<file path="src/bmc_pkg.sv">
// Package: constants and types for the battery monitor mode control block
package bmc_pkg;
  localparam int unsigned CLK_HZ = 125_000_000;
  // Times in their own units, as documented
  localparam int unsigned CYCLE_PERIOD_S = 1;
  localparam int unsigned CELL_UPDATE_S = 1;
  localparam int unsigned BUS_OFF_S = 2;
  localparam int unsigned BUS_READY_MS = 1;
  localparam int unsigned BUS_IDLE_MS = 50;
  // Cycle counts derived from the clock rate
  localparam longint unsigned CYCLE_PERIOD_CYC = longint'(CYCLE_PERIOD_S) * CLK_HZ;
  localparam longint unsigned BUS_OFF_CYC = longint'(BUS_OFF_S) * CLK_HZ;
  localparam longint unsigned BUS_READY_CYC = longint'(BUS_READY_MS) * CLK_HZ / 1000;
  localparam longint unsigned BUS_IDLE_CYC = longint'(BUS_IDLE_MS) * CLK_HZ / 1000 + 1;
  // Charge counter resolution in picovolt-hours per count
  localparam int unsigned CHARGE_LSB_PVH = 650;

  // AXI4-Lite register byte offsets
  localparam logic [7:0] REG_CONTROL = 8'h00;
  localparam logic [7:0] REG_SLEEP_INTERVAL = 8'h04;
  localparam logic [7:0] REG_WAKE_THRESHOLD = 8'h08;
  localparam logic [7:0] REG_CAL_LOW_TIME = 8'h0C;
  localparam logic [7:0] REG_STATUS = 8'h10;
  localparam logic [7:0] REG_CHARGE = 8'h14;
  localparam logic [7:0] REG_IRQ_STATUS = 8'h18;
  localparam logic [7:0] REG_IRQ_MASK = 8'h1C;
  localparam logic [7:0] REG_CELL_V = 8'h20;
  localparam logic [7:0] REG_TEMP = 8'h24;

  // Control register fields
  localparam int unsigned CTL_SLEEP_REQ = 0;
  localparam int unsigned CTL_SHUTDOWN = 1;
  localparam int unsigned CTL_WAKE_EN = 2;
  localparam int unsigned CTL_NON_REMOVAL = 3;
  localparam int unsigned CTL_TIMEOUT_DIS = 4;
  localparam int unsigned CTL_TEMP_SEL = 5;
  localparam int unsigned CTL_FET_EN = 7;
  localparam logic [31:0] CONTROL_RESET = 32'h0000_0080;
  localparam logic [31:0] SLEEP_INTERVAL_RESET = 32'h0000_0005;
  localparam logic [31:0] WAKE_THRESHOLD_RESET = 32'h0000_0100;
  localparam logic [31:0] CAL_LOW_TIME_RESET = 32'h0000_0010;

  // Interrupt status bit positions
  localparam int unsigned IRQ_CYCLE = 0;
  localparam int unsigned IRQ_WAKE = 1;
  localparam int unsigned IRQ_REMOVED = 2;
  localparam int unsigned IRQ_BUS_OFF = 3;
  localparam int unsigned IRQ_CAL = 4;
  localparam int unsigned IRQ_ABORT = 5;
  localparam int unsigned IRQ_FAULT = 6;
  localparam int unsigned IRQ_W = 7;

  localparam logic [1:0] RESP_OKAY = 2'b00;
  localparam logic [1:0] RESP_SLVERR = 2'b10;

  // Temperature source selections
  localparam logic [1:0] TSRC_INTERNAL = 2'd0;
  localparam logic [1:0] TSRC_EXT_A = 2'd1;
  localparam logic [1:0] TSRC_EXT_B = 2'd2;
  localparam logic [1:0] TSRC_EXT_AB = 2'd3;

  typedef enum logic [1:0] {BMC_NORMAL, BMC_SLEEP, BMC_SHUTDOWN, BMC_REMOVED} bmc_mode_t;
endpackage : bmc_pkg

</file>
<file path="src/bmc_top.sv">
// Battery monitor mode control: power modes, charge counting, bus watch, AXI4-Lite registers
`timescale 1ns/1ns
module bmc_top
  import bmc_pkg::*;
#(
  parameter int unsigned CELLS = 4,
  parameter int unsigned ADC_W = 16,
  parameter int unsigned ACC_W = 32,
  parameter longint unsigned CYCLE_CYC = CYCLE_PERIOD_CYC,
  parameter longint unsigned OFF_CYC = BUS_OFF_CYC,
  parameter longint unsigned IDLE_CYC = BUS_IDLE_CYC,
  parameter longint unsigned READY_CYC = BUS_READY_CYC
) (
  input wire logic clk_sys,
  input wire logic arst_n,
  // AXI4-Lite slave
  input wire logic [7:0] s_axi_awaddr,
  input wire logic s_axi_awvalid,
  output logic s_axi_awready,
  input wire logic [31:0] s_axi_wdata,
  input wire logic [3:0] s_axi_wstrb,
  input wire logic s_axi_wvalid,
  output logic s_axi_wready,
  output logic [1:0] s_axi_bresp,
  output logic s_axi_bvalid,
  input wire logic s_axi_bready,
  input wire logic [7:0] s_axi_araddr,
  input wire logic s_axi_arvalid,
  output logic s_axi_arready,
  output logic [31:0] s_axi_rdata,
  output logic [1:0] s_axi_rresp,
  output logic s_axi_rvalid,
  input wire logic s_axi_rready,
  // Pins and converter samples
  input wire logic pack_present_n,
  input wire logic bus_clock_pin,
  input wire logic bus_data_pin,
  input wire logic signed [ADC_W-1:0] sense_sample,
  input wire logic sense_valid,
  input wire logic [CELLS*ADC_W-1:0] cell_raw,
  input wire logic [ADC_W-1:0] cell_offset,
  input wire logic [ADC_W-1:0] temp_internal,
  input wire logic [ADC_W-1:0] thermistor_in_a,
  input wire logic [ADC_W-1:0] thermistor_in_b,
  input wire logic second_level_fault,
  output logic charge_fet,
  output logic discharge_fet,
  output logic zero_volt_charge_fet,
  output logic safety_fault,
  output logic measure_strobe,
  output logic charging,
  output logic discharging,
  output logic cal_start,
  output logic bus_off,
  output logic bus_ready,
  output logic bus_abort,
  output logic irq
);

  logic [31:0] control;
  logic [31:0] sleep_interval;
  logic [31:0] wake_threshold;
  logic [31:0] cal_low_time;
  logic [IRQ_W-1:0] irq_status;
  logic [IRQ_W-1:0] irq_mask;
  logic [IRQ_W-1:0] irq_event;
  bmc_mode_t mode;
  logic [63:0] tick_cnt;
  logic [31:0] sleep_cnt;
  logic signed [ACC_W-1:0] charge_acc;
  logic [ADC_W-1:0] cell_v [CELLS];
  logic [ADC_W-1:0] temp_value;
  logic [63:0] low_cnt;
  logic [63:0] high_cnt;
  logic [63:0] ready_cnt;
  logic cal_done;
  logic idle_done;
  logic wake_hit;
  logic cycle_tick;
  logic both_low;
  logic both_high;
  logic aw_held;
  logic w_held;
  logic [7:0] aw_addr;
  logic [31:0] w_data;
  logic [3:0] w_strb;

  // Magnitude of a signed sample
  function automatic logic [ADC_W-1:0] abs_val(input logic signed [ADC_W-1:0] v);
    abs_val = v[ADC_W-1] ? ADC_W'(-v) : ADC_W'(v);
  endfunction : abs_val

  // Byte-lane merge for a register write
  function automatic logic [31:0] merge(input logic [31:0] old, input logic [31:0] d,
                                        input logic [3:0] s);
    for (int i = 0; i < 4; i++) begin
      merge[i*8 +: 8] = s[i] ? d[i*8 +: 8] : old[i*8 +: 8];
    end
  endfunction : merge

  assign both_low = !bus_clock_pin && !bus_data_pin;
  assign both_high = bus_clock_pin && bus_data_pin;
  assign wake_hit = control[CTL_WAKE_EN] && sense_valid &&
                    (abs_val(sense_sample) >= wake_threshold[ADC_W-1:0]);
  assign cycle_tick = (mode == BMC_NORMAL && tick_cnt == CYCLE_CYC - 1) ||
                      (mode == BMC_SLEEP && tick_cnt == CYCLE_CYC - 1 &&
                       sleep_cnt + 32'h0000_0001 >= sleep_interval);
  assign cal_done = both_low && low_cnt + 64'd1 == {32'h0000_0000, cal_low_time} * CYCLE_CYC;
  assign idle_done = both_high && high_cnt + 64'd1 == IDLE_CYC;

  // Power mode sequencer
  always_ff @(posedge clk_sys or negedge arst_n) begin
    if (!arst_n) begin
      mode <= BMC_NORMAL;
    end else if (control[CTL_SHUTDOWN]) begin
      mode <= BMC_SHUTDOWN;
    end else if (pack_present_n && !control[CTL_NON_REMOVAL]) begin
      mode <= BMC_REMOVED;
    end else begin
      unique case (mode)
        BMC_NORMAL: mode <= control[CTL_SLEEP_REQ] ? BMC_SLEEP : BMC_NORMAL;
        BMC_SLEEP: begin
          if (second_level_fault || wake_hit || !control[CTL_SLEEP_REQ]) begin
            mode <= BMC_NORMAL;
          end
        end
        BMC_SHUTDOWN: mode <= BMC_NORMAL;
        BMC_REMOVED: mode <= BMC_NORMAL;
      endcase
    end
  end

  // Second counter and sleep interval counter
  always_ff @(posedge clk_sys or negedge arst_n) begin
    if (!arst_n) begin
      tick_cnt <= 64'd0;
      sleep_cnt <= 32'h0000_0000;
    end else if (mode == BMC_SHUTDOWN) begin
      tick_cnt <= 64'd0;
      sleep_cnt <= 32'h0000_0000;
    end else if (tick_cnt == CYCLE_CYC - 1) begin
      tick_cnt <= 64'd0;
      if (mode != BMC_SLEEP || cycle_tick) begin
        sleep_cnt <= 32'h0000_0000;
      end else begin
        sleep_cnt <= sleep_cnt + 32'h0000_0001;
      end
    end else begin
      tick_cnt <= tick_cnt + 64'd1;
    end
  end

  // Measurement strobe, one pulse per active cycle
  always_ff @(posedge clk_sys or negedge arst_n) begin
    if (!arst_n) begin
      measure_strobe <= 1'b0;
    end else begin
      measure_strobe <= cycle_tick;
    end
  end

  // Charge direction and accumulator
  always_ff @(posedge clk_sys or negedge arst_n) begin
    if (!arst_n) begin
      charge_acc <= '0;
      charging <= 1'b0;
      discharging <= 1'b0;
    end else if (mode == BMC_SHUTDOWN) begin
      charging <= 1'b0;
      discharging <= 1'b0;
    end else if (sense_valid) begin
      charging <= !sense_sample[ADC_W-1] && sense_sample != '0;
      discharging <= sense_sample[ADC_W-1];
      charge_acc <= charge_acc + ACC_W'(sense_sample);
    end
  end

  // Cell voltage and temperature refresh on each cycle
  always_ff @(posedge clk_sys or negedge arst_n) begin
    if (!arst_n) begin
      for (int i = 0; i < CELLS; i++) begin
        cell_v[i] <= '0;
      end
      temp_value <= '0;
    end else if (cycle_tick) begin
      for (int i = 0; i < CELLS; i++) begin
        cell_v[i] <= cell_raw[i*ADC_W +: ADC_W] - cell_offset;
      end
      unique case (control[CTL_TEMP_SEL +: 2])
        TSRC_INTERNAL: temp_value <= temp_internal;
        TSRC_EXT_A: temp_value <= thermistor_in_a;
        TSRC_EXT_B: temp_value <= thermistor_in_b;
        TSRC_EXT_AB: temp_value <= (thermistor_in_a > thermistor_in_b) ? thermistor_in_a :
                                   thermistor_in_b;
      endcase
    end
  end

  // FET drives and fault output
  always_ff @(posedge clk_sys or negedge arst_n) begin
    if (!arst_n) begin
      charge_fet <= 1'b0;
      discharge_fet <= 1'b0;
      zero_volt_charge_fet <= 1'b0;
      safety_fault <= 1'b0;
    end else begin
      charge_fet <= mode == BMC_NORMAL && control[CTL_FET_EN];
      discharge_fet <= mode == BMC_NORMAL && control[CTL_FET_EN];
      zero_volt_charge_fet <= mode == BMC_NORMAL && control[CTL_FET_EN];
      safety_fault <= second_level_fault && mode != BMC_SHUTDOWN;
    end
  end

  // Bus-low timer, bus-off and calibration trigger
  always_ff @(posedge clk_sys or negedge arst_n) begin
    if (!arst_n) begin
      low_cnt <= 64'd0;
      bus_off <= 1'b0;
      cal_start <= 1'b0;
    end else begin
      cal_start <= cal_done;
      if (!both_low) begin
        low_cnt <= 64'd0;
        bus_off <= 1'b0;
      end else begin
        if (low_cnt != 64'hFFFF_FFFF_FFFF_FFFF) begin
          low_cnt <= low_cnt + 64'd1;
        end
        if (low_cnt + 64'd1 >= OFF_CYC) begin
          bus_off <= 1'b1;
        end
      end
    end
  end

  // Bus ready after bus-off, and idle abort
  always_ff @(posedge clk_sys or negedge arst_n) begin
    if (!arst_n) begin
      ready_cnt <= 64'd0;
      bus_ready <= 1'b1;
      high_cnt <= 64'd0;
      bus_abort <= 1'b0;
    end else begin
      if (bus_off) begin
        ready_cnt <= 64'd0;
        bus_ready <= 1'b0;
      end else if (!bus_ready) begin
        ready_cnt <= ready_cnt + 64'd1;
        bus_ready <= ready_cnt + 64'd1 >= READY_CYC;
      end
      high_cnt <= both_high ? high_cnt + 64'd1 : 64'd0;
      bus_abort <= idle_done && !control[CTL_TIMEOUT_DIS];
    end
  end

  // Interrupt events
  always_comb begin
    irq_event = '0;
    irq_event[IRQ_CYCLE] = cycle_tick;
    irq_event[IRQ_WAKE] = mode == BMC_SLEEP && (wake_hit || second_level_fault);
    irq_event[IRQ_REMOVED] = mode != BMC_REMOVED && pack_present_n &&
                             !control[CTL_NON_REMOVAL];
    irq_event[IRQ_BUS_OFF] = both_low && low_cnt + 64'd1 == OFF_CYC;
    irq_event[IRQ_CAL] = cal_done;
    irq_event[IRQ_ABORT] = idle_done && !control[CTL_TIMEOUT_DIS];
    irq_event[IRQ_FAULT] = second_level_fault && !safety_fault;
  end

  // AXI4-Lite write channel capture
  always_ff @(posedge clk_sys or negedge arst_n) begin
    if (!arst_n) begin
      aw_held <= 1'b0;
      w_held <= 1'b0;
      aw_addr <= 8'h00;
      w_data <= 32'h0000_0000;
      w_strb <= 4'h0;
      s_axi_bvalid <= 1'b0;
      s_axi_bresp <= RESP_OKAY;
      s_axi_awready <= 1'b1;
      s_axi_wready <= 1'b1;
    end else begin
      if (s_axi_awvalid && s_axi_awready) begin
        aw_held <= 1'b1;
        aw_addr <= s_axi_awaddr;
        s_axi_awready <= 1'b0;
      end
      if (s_axi_wvalid && s_axi_wready) begin
        w_held <= 1'b1;
        w_data <= s_axi_wdata;
        w_strb <= s_axi_wstrb;
        s_axi_wready <= 1'b0;
      end
      if (aw_held && w_held && !s_axi_bvalid) begin
        aw_held <= 1'b0;
        w_held <= 1'b0;
        s_axi_bvalid <= 1'b1;
        s_axi_bresp <= (aw_addr[1:0] == 2'b00 && aw_addr <= REG_TEMP) ? RESP_OKAY : RESP_SLVERR;
      end else if (s_axi_bvalid && s_axi_bready) begin
        s_axi_bvalid <= 1'b0;
        s_axi_awready <= 1'b1; // Both channels reopen once the response is taken
        s_axi_wready <= 1'b1;
      end
    end
  end

  // Register writes and sticky interrupt status; set wins over clear
  always_ff @(posedge clk_sys or negedge arst_n) begin
    if (!arst_n) begin
      control <= CONTROL_RESET;
      sleep_interval <= SLEEP_INTERVAL_RESET;
      wake_threshold <= WAKE_THRESHOLD_RESET;
      cal_low_time <= CAL_LOW_TIME_RESET;
      irq_mask <= '0;
      irq_status <= '0;
    end else begin
      if (aw_held && w_held && !s_axi_bvalid) begin
        unique case (aw_addr)
          REG_CONTROL: control <= merge(control, w_data, w_strb);
          REG_SLEEP_INTERVAL: sleep_interval <= merge(sleep_interval, w_data, w_strb);
          REG_WAKE_THRESHOLD: wake_threshold <= merge(wake_threshold, w_data, w_strb);
          REG_CAL_LOW_TIME: cal_low_time <= merge(cal_low_time, w_data, w_strb);
          REG_IRQ_MASK: irq_mask <= w_strb[0] ? w_data[IRQ_W-1:0] : irq_mask;
          default: ;
        endcase
      end
      if (aw_held && w_held && !s_axi_bvalid && aw_addr == REG_IRQ_STATUS && w_strb[0]) begin
        irq_status <= (irq_status & ~w_data[IRQ_W-1:0]) | irq_event;
      end else begin
        irq_status <= irq_status | irq_event;
      end
    end
  end

  // Interrupt output
  always_ff @(posedge clk_sys or negedge arst_n) begin
    if (!arst_n) begin
      irq <= 1'b0;
    end else begin
      irq <= |(irq_status & irq_mask);
    end
  end

  // AXI4-Lite read channel
  always_ff @(posedge clk_sys or negedge arst_n) begin
    if (!arst_n) begin
      s_axi_arready <= 1'b1;
      s_axi_rvalid <= 1'b0;
      s_axi_rdata <= 32'h0000_0000;
      s_axi_rresp <= RESP_OKAY;
    end else if (s_axi_arvalid && s_axi_arready) begin
      s_axi_arready <= 1'b0;
      s_axi_rvalid <= 1'b1;
      s_axi_rresp <= RESP_OKAY;
      unique case (s_axi_araddr)
        REG_CONTROL: s_axi_rdata <= control;
        REG_SLEEP_INTERVAL: s_axi_rdata <= sleep_interval;
        REG_WAKE_THRESHOLD: s_axi_rdata <= wake_threshold;
        REG_CAL_LOW_TIME: s_axi_rdata <= cal_low_time;
        REG_STATUS: s_axi_rdata <= {24'h00_0000, bus_ready, bus_off, discharging, charging,
                                    safety_fault, charge_fet, mode};
        REG_CHARGE: s_axi_rdata <= 32'(charge_acc);
        REG_IRQ_STATUS: s_axi_rdata <= {25'h000_0000, irq_status};
        REG_IRQ_MASK: s_axi_rdata <= {25'h000_0000, irq_mask};
        REG_CELL_V: s_axi_rdata <= {cell_v[1], cell_v[0]};
        REG_TEMP: s_axi_rdata <= {16'h0000, temp_value};
        default: begin
          s_axi_rdata <= 32'h0000_0000;
          s_axi_rresp <= RESP_SLVERR;
        end
      endcase
    end else if (s_axi_rvalid && s_axi_rready) begin
      s_axi_rvalid <= 1'b0;
      s_axi_arready <= 1'b1;
    end
  end
endmodule : bmc_top

</file>
<file path="config.mk">
export PLATFORM = sky130hd
export DESIGN_NAME = bmc_top
export DESIGN_NICKNAME = d
export VERILOG_FILES = /design/src/bmc_pkg.sv /design/src/bmc_top.sv
export SDC_FILE = /design/constraint.sdc
export NUM_CORES = 2
export LEC_CHECK = 0
export ABC_AREA = 1
export CAP_MARGIN = 20
export CORE_UTILIZATION = 46
export CTS_BUF_LIST = sky130_fd_sc_hd__clkbuf_4
export CTS_CLUSTER_SIZE = 25
export DETAILED_ROUTE_END_ITERATION = 16
export DONT_BUFFER_PORTS = 1
export SLEW_MARGIN = 20
export SYNTH_ARGS = -nofsm -noshare
export SYNTH_HDL_FRONTEND = slang
export SYNTH_SLANG_ARGS = --single-unit
</file>
<file path="constraint.sdc">
create_clock -name clk_sys -period 15.5 [get_ports clk_sys]
set_input_delay 0.775 -clock clk_sys [delete_from_list [all_inputs] [get_ports clk_sys]]
set_output_delay 0.775 -clock clk_sys [all_outputs]
set_load 0.01 [all_outputs]
</file>
==> impl_summary.log <==
INFO  metric timing.setup.tns = 0 ps
INFO  metric power.ir.vdd_worst = 0.106 mV
INFO  metric syn-instance-count = 7127
INFO  metric leakage_dissipation = 28.1 nW
INFO  metric synth_seq_area_share = 28.6%
INFO  metric worst_pin_slew = 1110 ps
INFO  metric design.final.nets = 8275
INFO  metric holdPathEnd = cell_v[53]
INFO  metric routabilityCongestion = a little under 1
INFO  metric synth.distinct_cells = 71
INFO  metric syn_area_per_cell = 7.45 µm²
INFO  metric cts_post_setup_buffers_inserted = 0
INFO  metric avgRoutedWirePerCell = around 20 µm
INFO  metric synth_top_flop_cell = sky130_fd_sc_hd__dfrtp_1
INFO  metric number_of_synthesized_flops_with_an_enable_pin = 0
INFO  metric worstHoldPathType = in2reg
INFO  metric port_buffers = 0
INFO  metric cts.root.buffer_cell = sky130_fd_sc_hd__clkbuf_4
INFO  metric route.detailed.vias_per_inst = ~5.4
INFO  metric timing_worst_setup_path_type = reg2reg
INFO  metric pwr-share-clk = around 23%
INFO  metric r2r_cells = 26
INFO  metric min-delay-start = cell_raw[5]
INFO  metric dr.first_iter.drc_count = 3720
INFO  metric power_density = roughly 120 nW/µm²
INFO  metric report.final.slew_viol_count = 0
INFO  metric whs = 140 ps
INFO  metric period_minus_slack = roughly 7400 ps
INFO  metric arrival_time_worst_endpoint = 8510 ps
INFO  metric worst_hold_path.num_cells = 3
INFO  metric start_of_the_worst_register_to_register_path = cal_low_time[1]
INFO  metric tritoncts_num_sinks = 607
INFO  metric swShare = between 40% and 50%
INFO  metric finalHoldViolCount = 0
INFO  metric dr_total_vias = just under 50000
INFO  metric run_status = completed
INFO  metric design.die.area = 117000 µm²
INFO  metric cp-start-kind = register
INFO  metric net-switching-power = 0.00310 W
INFO  metric critPathMaxFanout = 11
INFO  metric vias_in_the_first_global_route = 47600
INFO  metric grt_setup_unrepaired = no
INFO  metric reg2reg_slack = ~8100 ps
INFO  metric synth-seq-cells = 607
INFO  metric cts_buffer_depth = 3
INFO  metric detail_route.first_pass.iterations = 6
INFO  metric grt_pass1_wl = 274000 µm
INFO  metric clk_transition_reported_paths = 70 ps
INFO  metric grt_overflow = 0
INFO  metric groute.usage.overall = 30.5%
INFO  metric synth-async-reset-ratio = between 90% and 100%
INFO  metric seq_power_share = 29.1%
INFO  metric final.setup_skew = 83.0 ps
INFO  metric worst_skew_late_latency = 1170 ps
INFO  metric combinationalPowerShare = 47.7%
INFO  metric core-area = 114000 µm²
INFO  metric drive_gt1_share = 5.91%
INFO  metric final-setup-viol-count = 0
INFO  metric ioPinCount = 261
INFO  metric route.antenna.remaining_nets = 0
INFO  metric area_growth_syn_to_layout = 10.2%
INFO  metric final_min_period_over_clock_period = 48.0%
INFO  metric ctsHtreeMaxLevel = 4
INFO  metric numCtsBuffers = 180
INFO  metric hpwlAfterDp = 140000 µm
INFO  metric slew_limit_headroom = between 20% and 30%
INFO  metric synth_area = 53100 µm²
INFO  metric route.final.wire_length = between 150000 and 200000 µm
INFO  metric layout.core_utilization = between 50% and 60%
INFO  metric critical_path_required = 16570 ps
INFO  metric cts_tree = yes
INFO  metric dieHeight = 342 µm
INFO  metric grt_start_max_net_pins = approximately 600
INFO  metric clock.fmax = between 100 and 150 MHz
INFO  metric initial_utilization = 46.4%
INFO  metric cell_internal_pwr = 0.00373 W
INFO  metric end_kind = register
INFO  metric yosysWarningCount = 0
INFO  metric timing.max_cap.violations = 0
INFO  metric die_width = between 300 and 400 µm
INFO  metric std_cell_rows = 124
INFO  metric timing.rr.end = irq_status[4]
INFO  metric remaining_drc_errors = 0
INFO  metric grt_antenna_before_repair = 6
-- layout by cell type (no fill, tap or decap), drive strengths merged, types with 9 or more instances in the layout --
cell type    count
nand2         1789
nand4          152
dfstp            9
a221oi          32
xor2           197
nand3b          31
ha             399
inv           1210
buf             31
o2111ai         16
a211oi          10
clkinv          57
nor4            44
diode            9
nor2           726
clkbuf         259
o22ai           57
xnor2           45
o21bai          21
o211ai          25
a31oi           13
dfrtp          598
dlygate4sd3    137
o21a            14
nor3           149
a21o             9
a21oi          227
fa             315
nand3          354
o21ai          494
or2             14
and2             9
-- synth_stat cells, types with 13 or more instances --
| master | number | share of area [%] |
|---|---|---|
| sky130_fd_sc_hd__nand2_1 | 1768 | 12 |
| sky130_fd_sc_hd__inv_1 | 1192 | 8.4 |
| sky130_fd_sc_hd__nor2_1 | 683 | 4.8 |
| sky130_fd_sc_hd__dfrtp_1 | 598 | 28 |
| sky130_fd_sc_hd__o21ai_0 | 485 | 4.6 |
| sky130_fd_sc_hd__ha_1 | 399 | 9.4 |
| sky130_fd_sc_hd__nand3_1 | 349 | 3.3 |
| sky130_fd_sc_hd__fa_1 | 315 | 12 |
| sky130_fd_sc_hd__a21oi_1 | 227 | 2.1 |
| sky130_fd_sc_hd__xor2_1 | 197 | 3.2 |
| sky130_fd_sc_hd__nand4_1 | 150 | 1.8 |
| sky130_fd_sc_hd__nor3_1 | 140 | 1.3 |
| sky130_fd_sc_hd__clkbuf_1 | 100 | 0.71 |
| sky130_fd_sc_hd__o22ai_1 | 57 | 0.67 |
| sky130_fd_sc_hd__xnor2_1 | 44 | 0.73 |
| sky130_fd_sc_hd__nor4_1 | 39 | 0.46 |
| sky130_fd_sc_hd__a221oi_1 | 32 | 0.53 |
| sky130_fd_sc_hd__nand3b_1 | 30 | 0.42 |
| sky130_fd_sc_hd__nor2_2 | 28 | 0.33 |
| sky130_fd_sc_hd__o211ai_1 | 25 | 0.35 |
| sky130_fd_sc_hd__nand2_2 | 20 | 0.24 |
| sky130_fd_sc_hd__o21bai_1 | 20 | 0.28 |
| sky130_fd_sc_hd__o2111ai_1 | 16 | 0.26 |
| sky130_fd_sc_hd__nor2_4 | 15 | 0.32 |
| sky130_fd_sc_hd__buf_2 | 14 | 0.13 |
| sky130_fd_sc_hd__o21a_1 | 14 | 0.20 |
| sky130_fd_sc_hd__a31oi_1 | 13 | 0.15 |
-- power by group through the flow --
stage | Combinational [W] | Sequential [W] | Clock [W]
4_1_cts | 0.00327 | 0.00198 | 0.00163
2_1_floorplan | 0.00235 | 0.00192 | 0
6_report | 0.00326 | 0.00199 | 0.00158
3_3_place_gp | 0.00313 | 0.00201 | 0
5_1_grt | 0.00374 | 0.00201 | 0.00171
3_5_place_dp | 0.00317 | 0.00201 | 0
-- worst max-delay path, stage by stage (launching register included) --
cell,delay (ps)
sky130_fd_sc_hd__dfrtp_1,930
sky130_fd_sc_hd__fa_1,560
sky130_fd_sc_hd__fa_1,510
sky130_fd_sc_hd__inv_1,50
sky130_fd_sc_hd__fa_1,520
sky130_fd_sc_hd__fa_1,530
sky130_fd_sc_hd__fa_1,530
sky130_fd_sc_hd__fa_1,560
sky130_fd_sc_hd__inv_1,60
sky130_fd_sc_hd__fa_1,470
sky130_fd_sc_hd__ha_1,470
sky130_fd_sc_hd__nand2_1,160
sky130_fd_sc_hd__nor2_1,210
sky130_fd_sc_hd__nand2_1,170
sky130_fd_sc_hd__inv_1,130
sky130_fd_sc_hd__nand3_1,90
sky130_fd_sc_hd__nand3b_1,210
sky130_fd_sc_hd__nand2_1,80
sky130_fd_sc_hd__nand2_1,160
sky130_fd_sc_hd__nand3_1,90
sky130_fd_sc_hd__nand2_1,90
sky130_fd_sc_hd__nand3_1,70
sky130_fd_sc_hd__nor2_1,100
sky130_fd_sc_hd__nand2_1,50
sky130_fd_sc_hd__nor2_1,120
sky130_fd_sc_hd__nand3_1,290
sky130_fd_sc_hd__nand2_1,140
-- layer usage --
metal	up-vias	global-route usage, %	share of wire, %
met2	1460	49.1	46
met3	322	5.06	6.1
met1	23200	40.9	44
li1	23400	-	-
met5	-	0	0.019
met4	4	11.7	3.9
-- layout make-up --
class                      instances  area (µm²)
antenna                            9        22.5
clock buffer                     259        1940
clock inverter                    61         334
fill                           11400       55800
inverter                        1210        4540
multi-input combinational       5186       32900
sequential                       607       15200
tap                             1512        1890
timing repair buffer             168        1720
-- how the worst max path moves through the flow --
stage                         start             to  slack [ps]  cells past startpoint
floorplan           cal_low_time[0]      cal_start        9560                     26
global placement    cal_low_time[1]  irq_status[4]        8120                     26
detailed placement  cal_low_time[1]  irq_status[4]        8050                     26
CTS                 cal_low_time[1]  irq_status[4]        8000                     26
global route        cal_low_time[1]  irq_status[4]        7580                     28
finish              cal_low_time[1]  irq_status[4]        8060                     26
-- sequential cells by signal, summed over array words and instances (netlist names), 7 cells and up --
register,cells
aw_addr,8
cal_low_time,32
cell_v,32
charge_acc,32
control,32
high_cnt,64
irq_mask,7
irq_status,7
low_cnt,64
ready_cnt,64
s_axi_rdata,32
sleep_cnt,32
sleep_interval,32
temp_value,16
tick_cnt,64
w_data,32
wake_threshold,32
-- per-stage QoR --
stage / setup slack (ps) / instances / power [W] / instance area [µm²]
after global placement: 8120 / 8539 / 0.00514 / 54700
after global routing: 7580 / 9011 / 0.00745 / 58500
after floorplan: 9560 / 7128 / 0.00427 / 53100
after detailed placement: 8050 / 8541 / 0.00518 / 54700
final: 8060 / 9012 / 0.00683 / 58500
after CTS: 8000 / 8998 / 0.00688 / 58400
-- cells by family after synthesis --
group | share of synthesized area, %
other | 0.00706
DFF | 28.6
xor gates and xnor gates | 4.07
and+or+nand+nor | 26.5
adders and majority gates | 21.3
AOI/OAI and AO/OA | 9.98
buffers and inverters | 9.52
-- what timing repair did --
action / CTS / global route
endpoints found under the setup margin: 0 / 0
resized for setup: 0 / 0
hold buffers: 137 / 1
endpoints found under the hold margin: 741 / 101
Note: power is estimated with default switching activity, not from simulation.
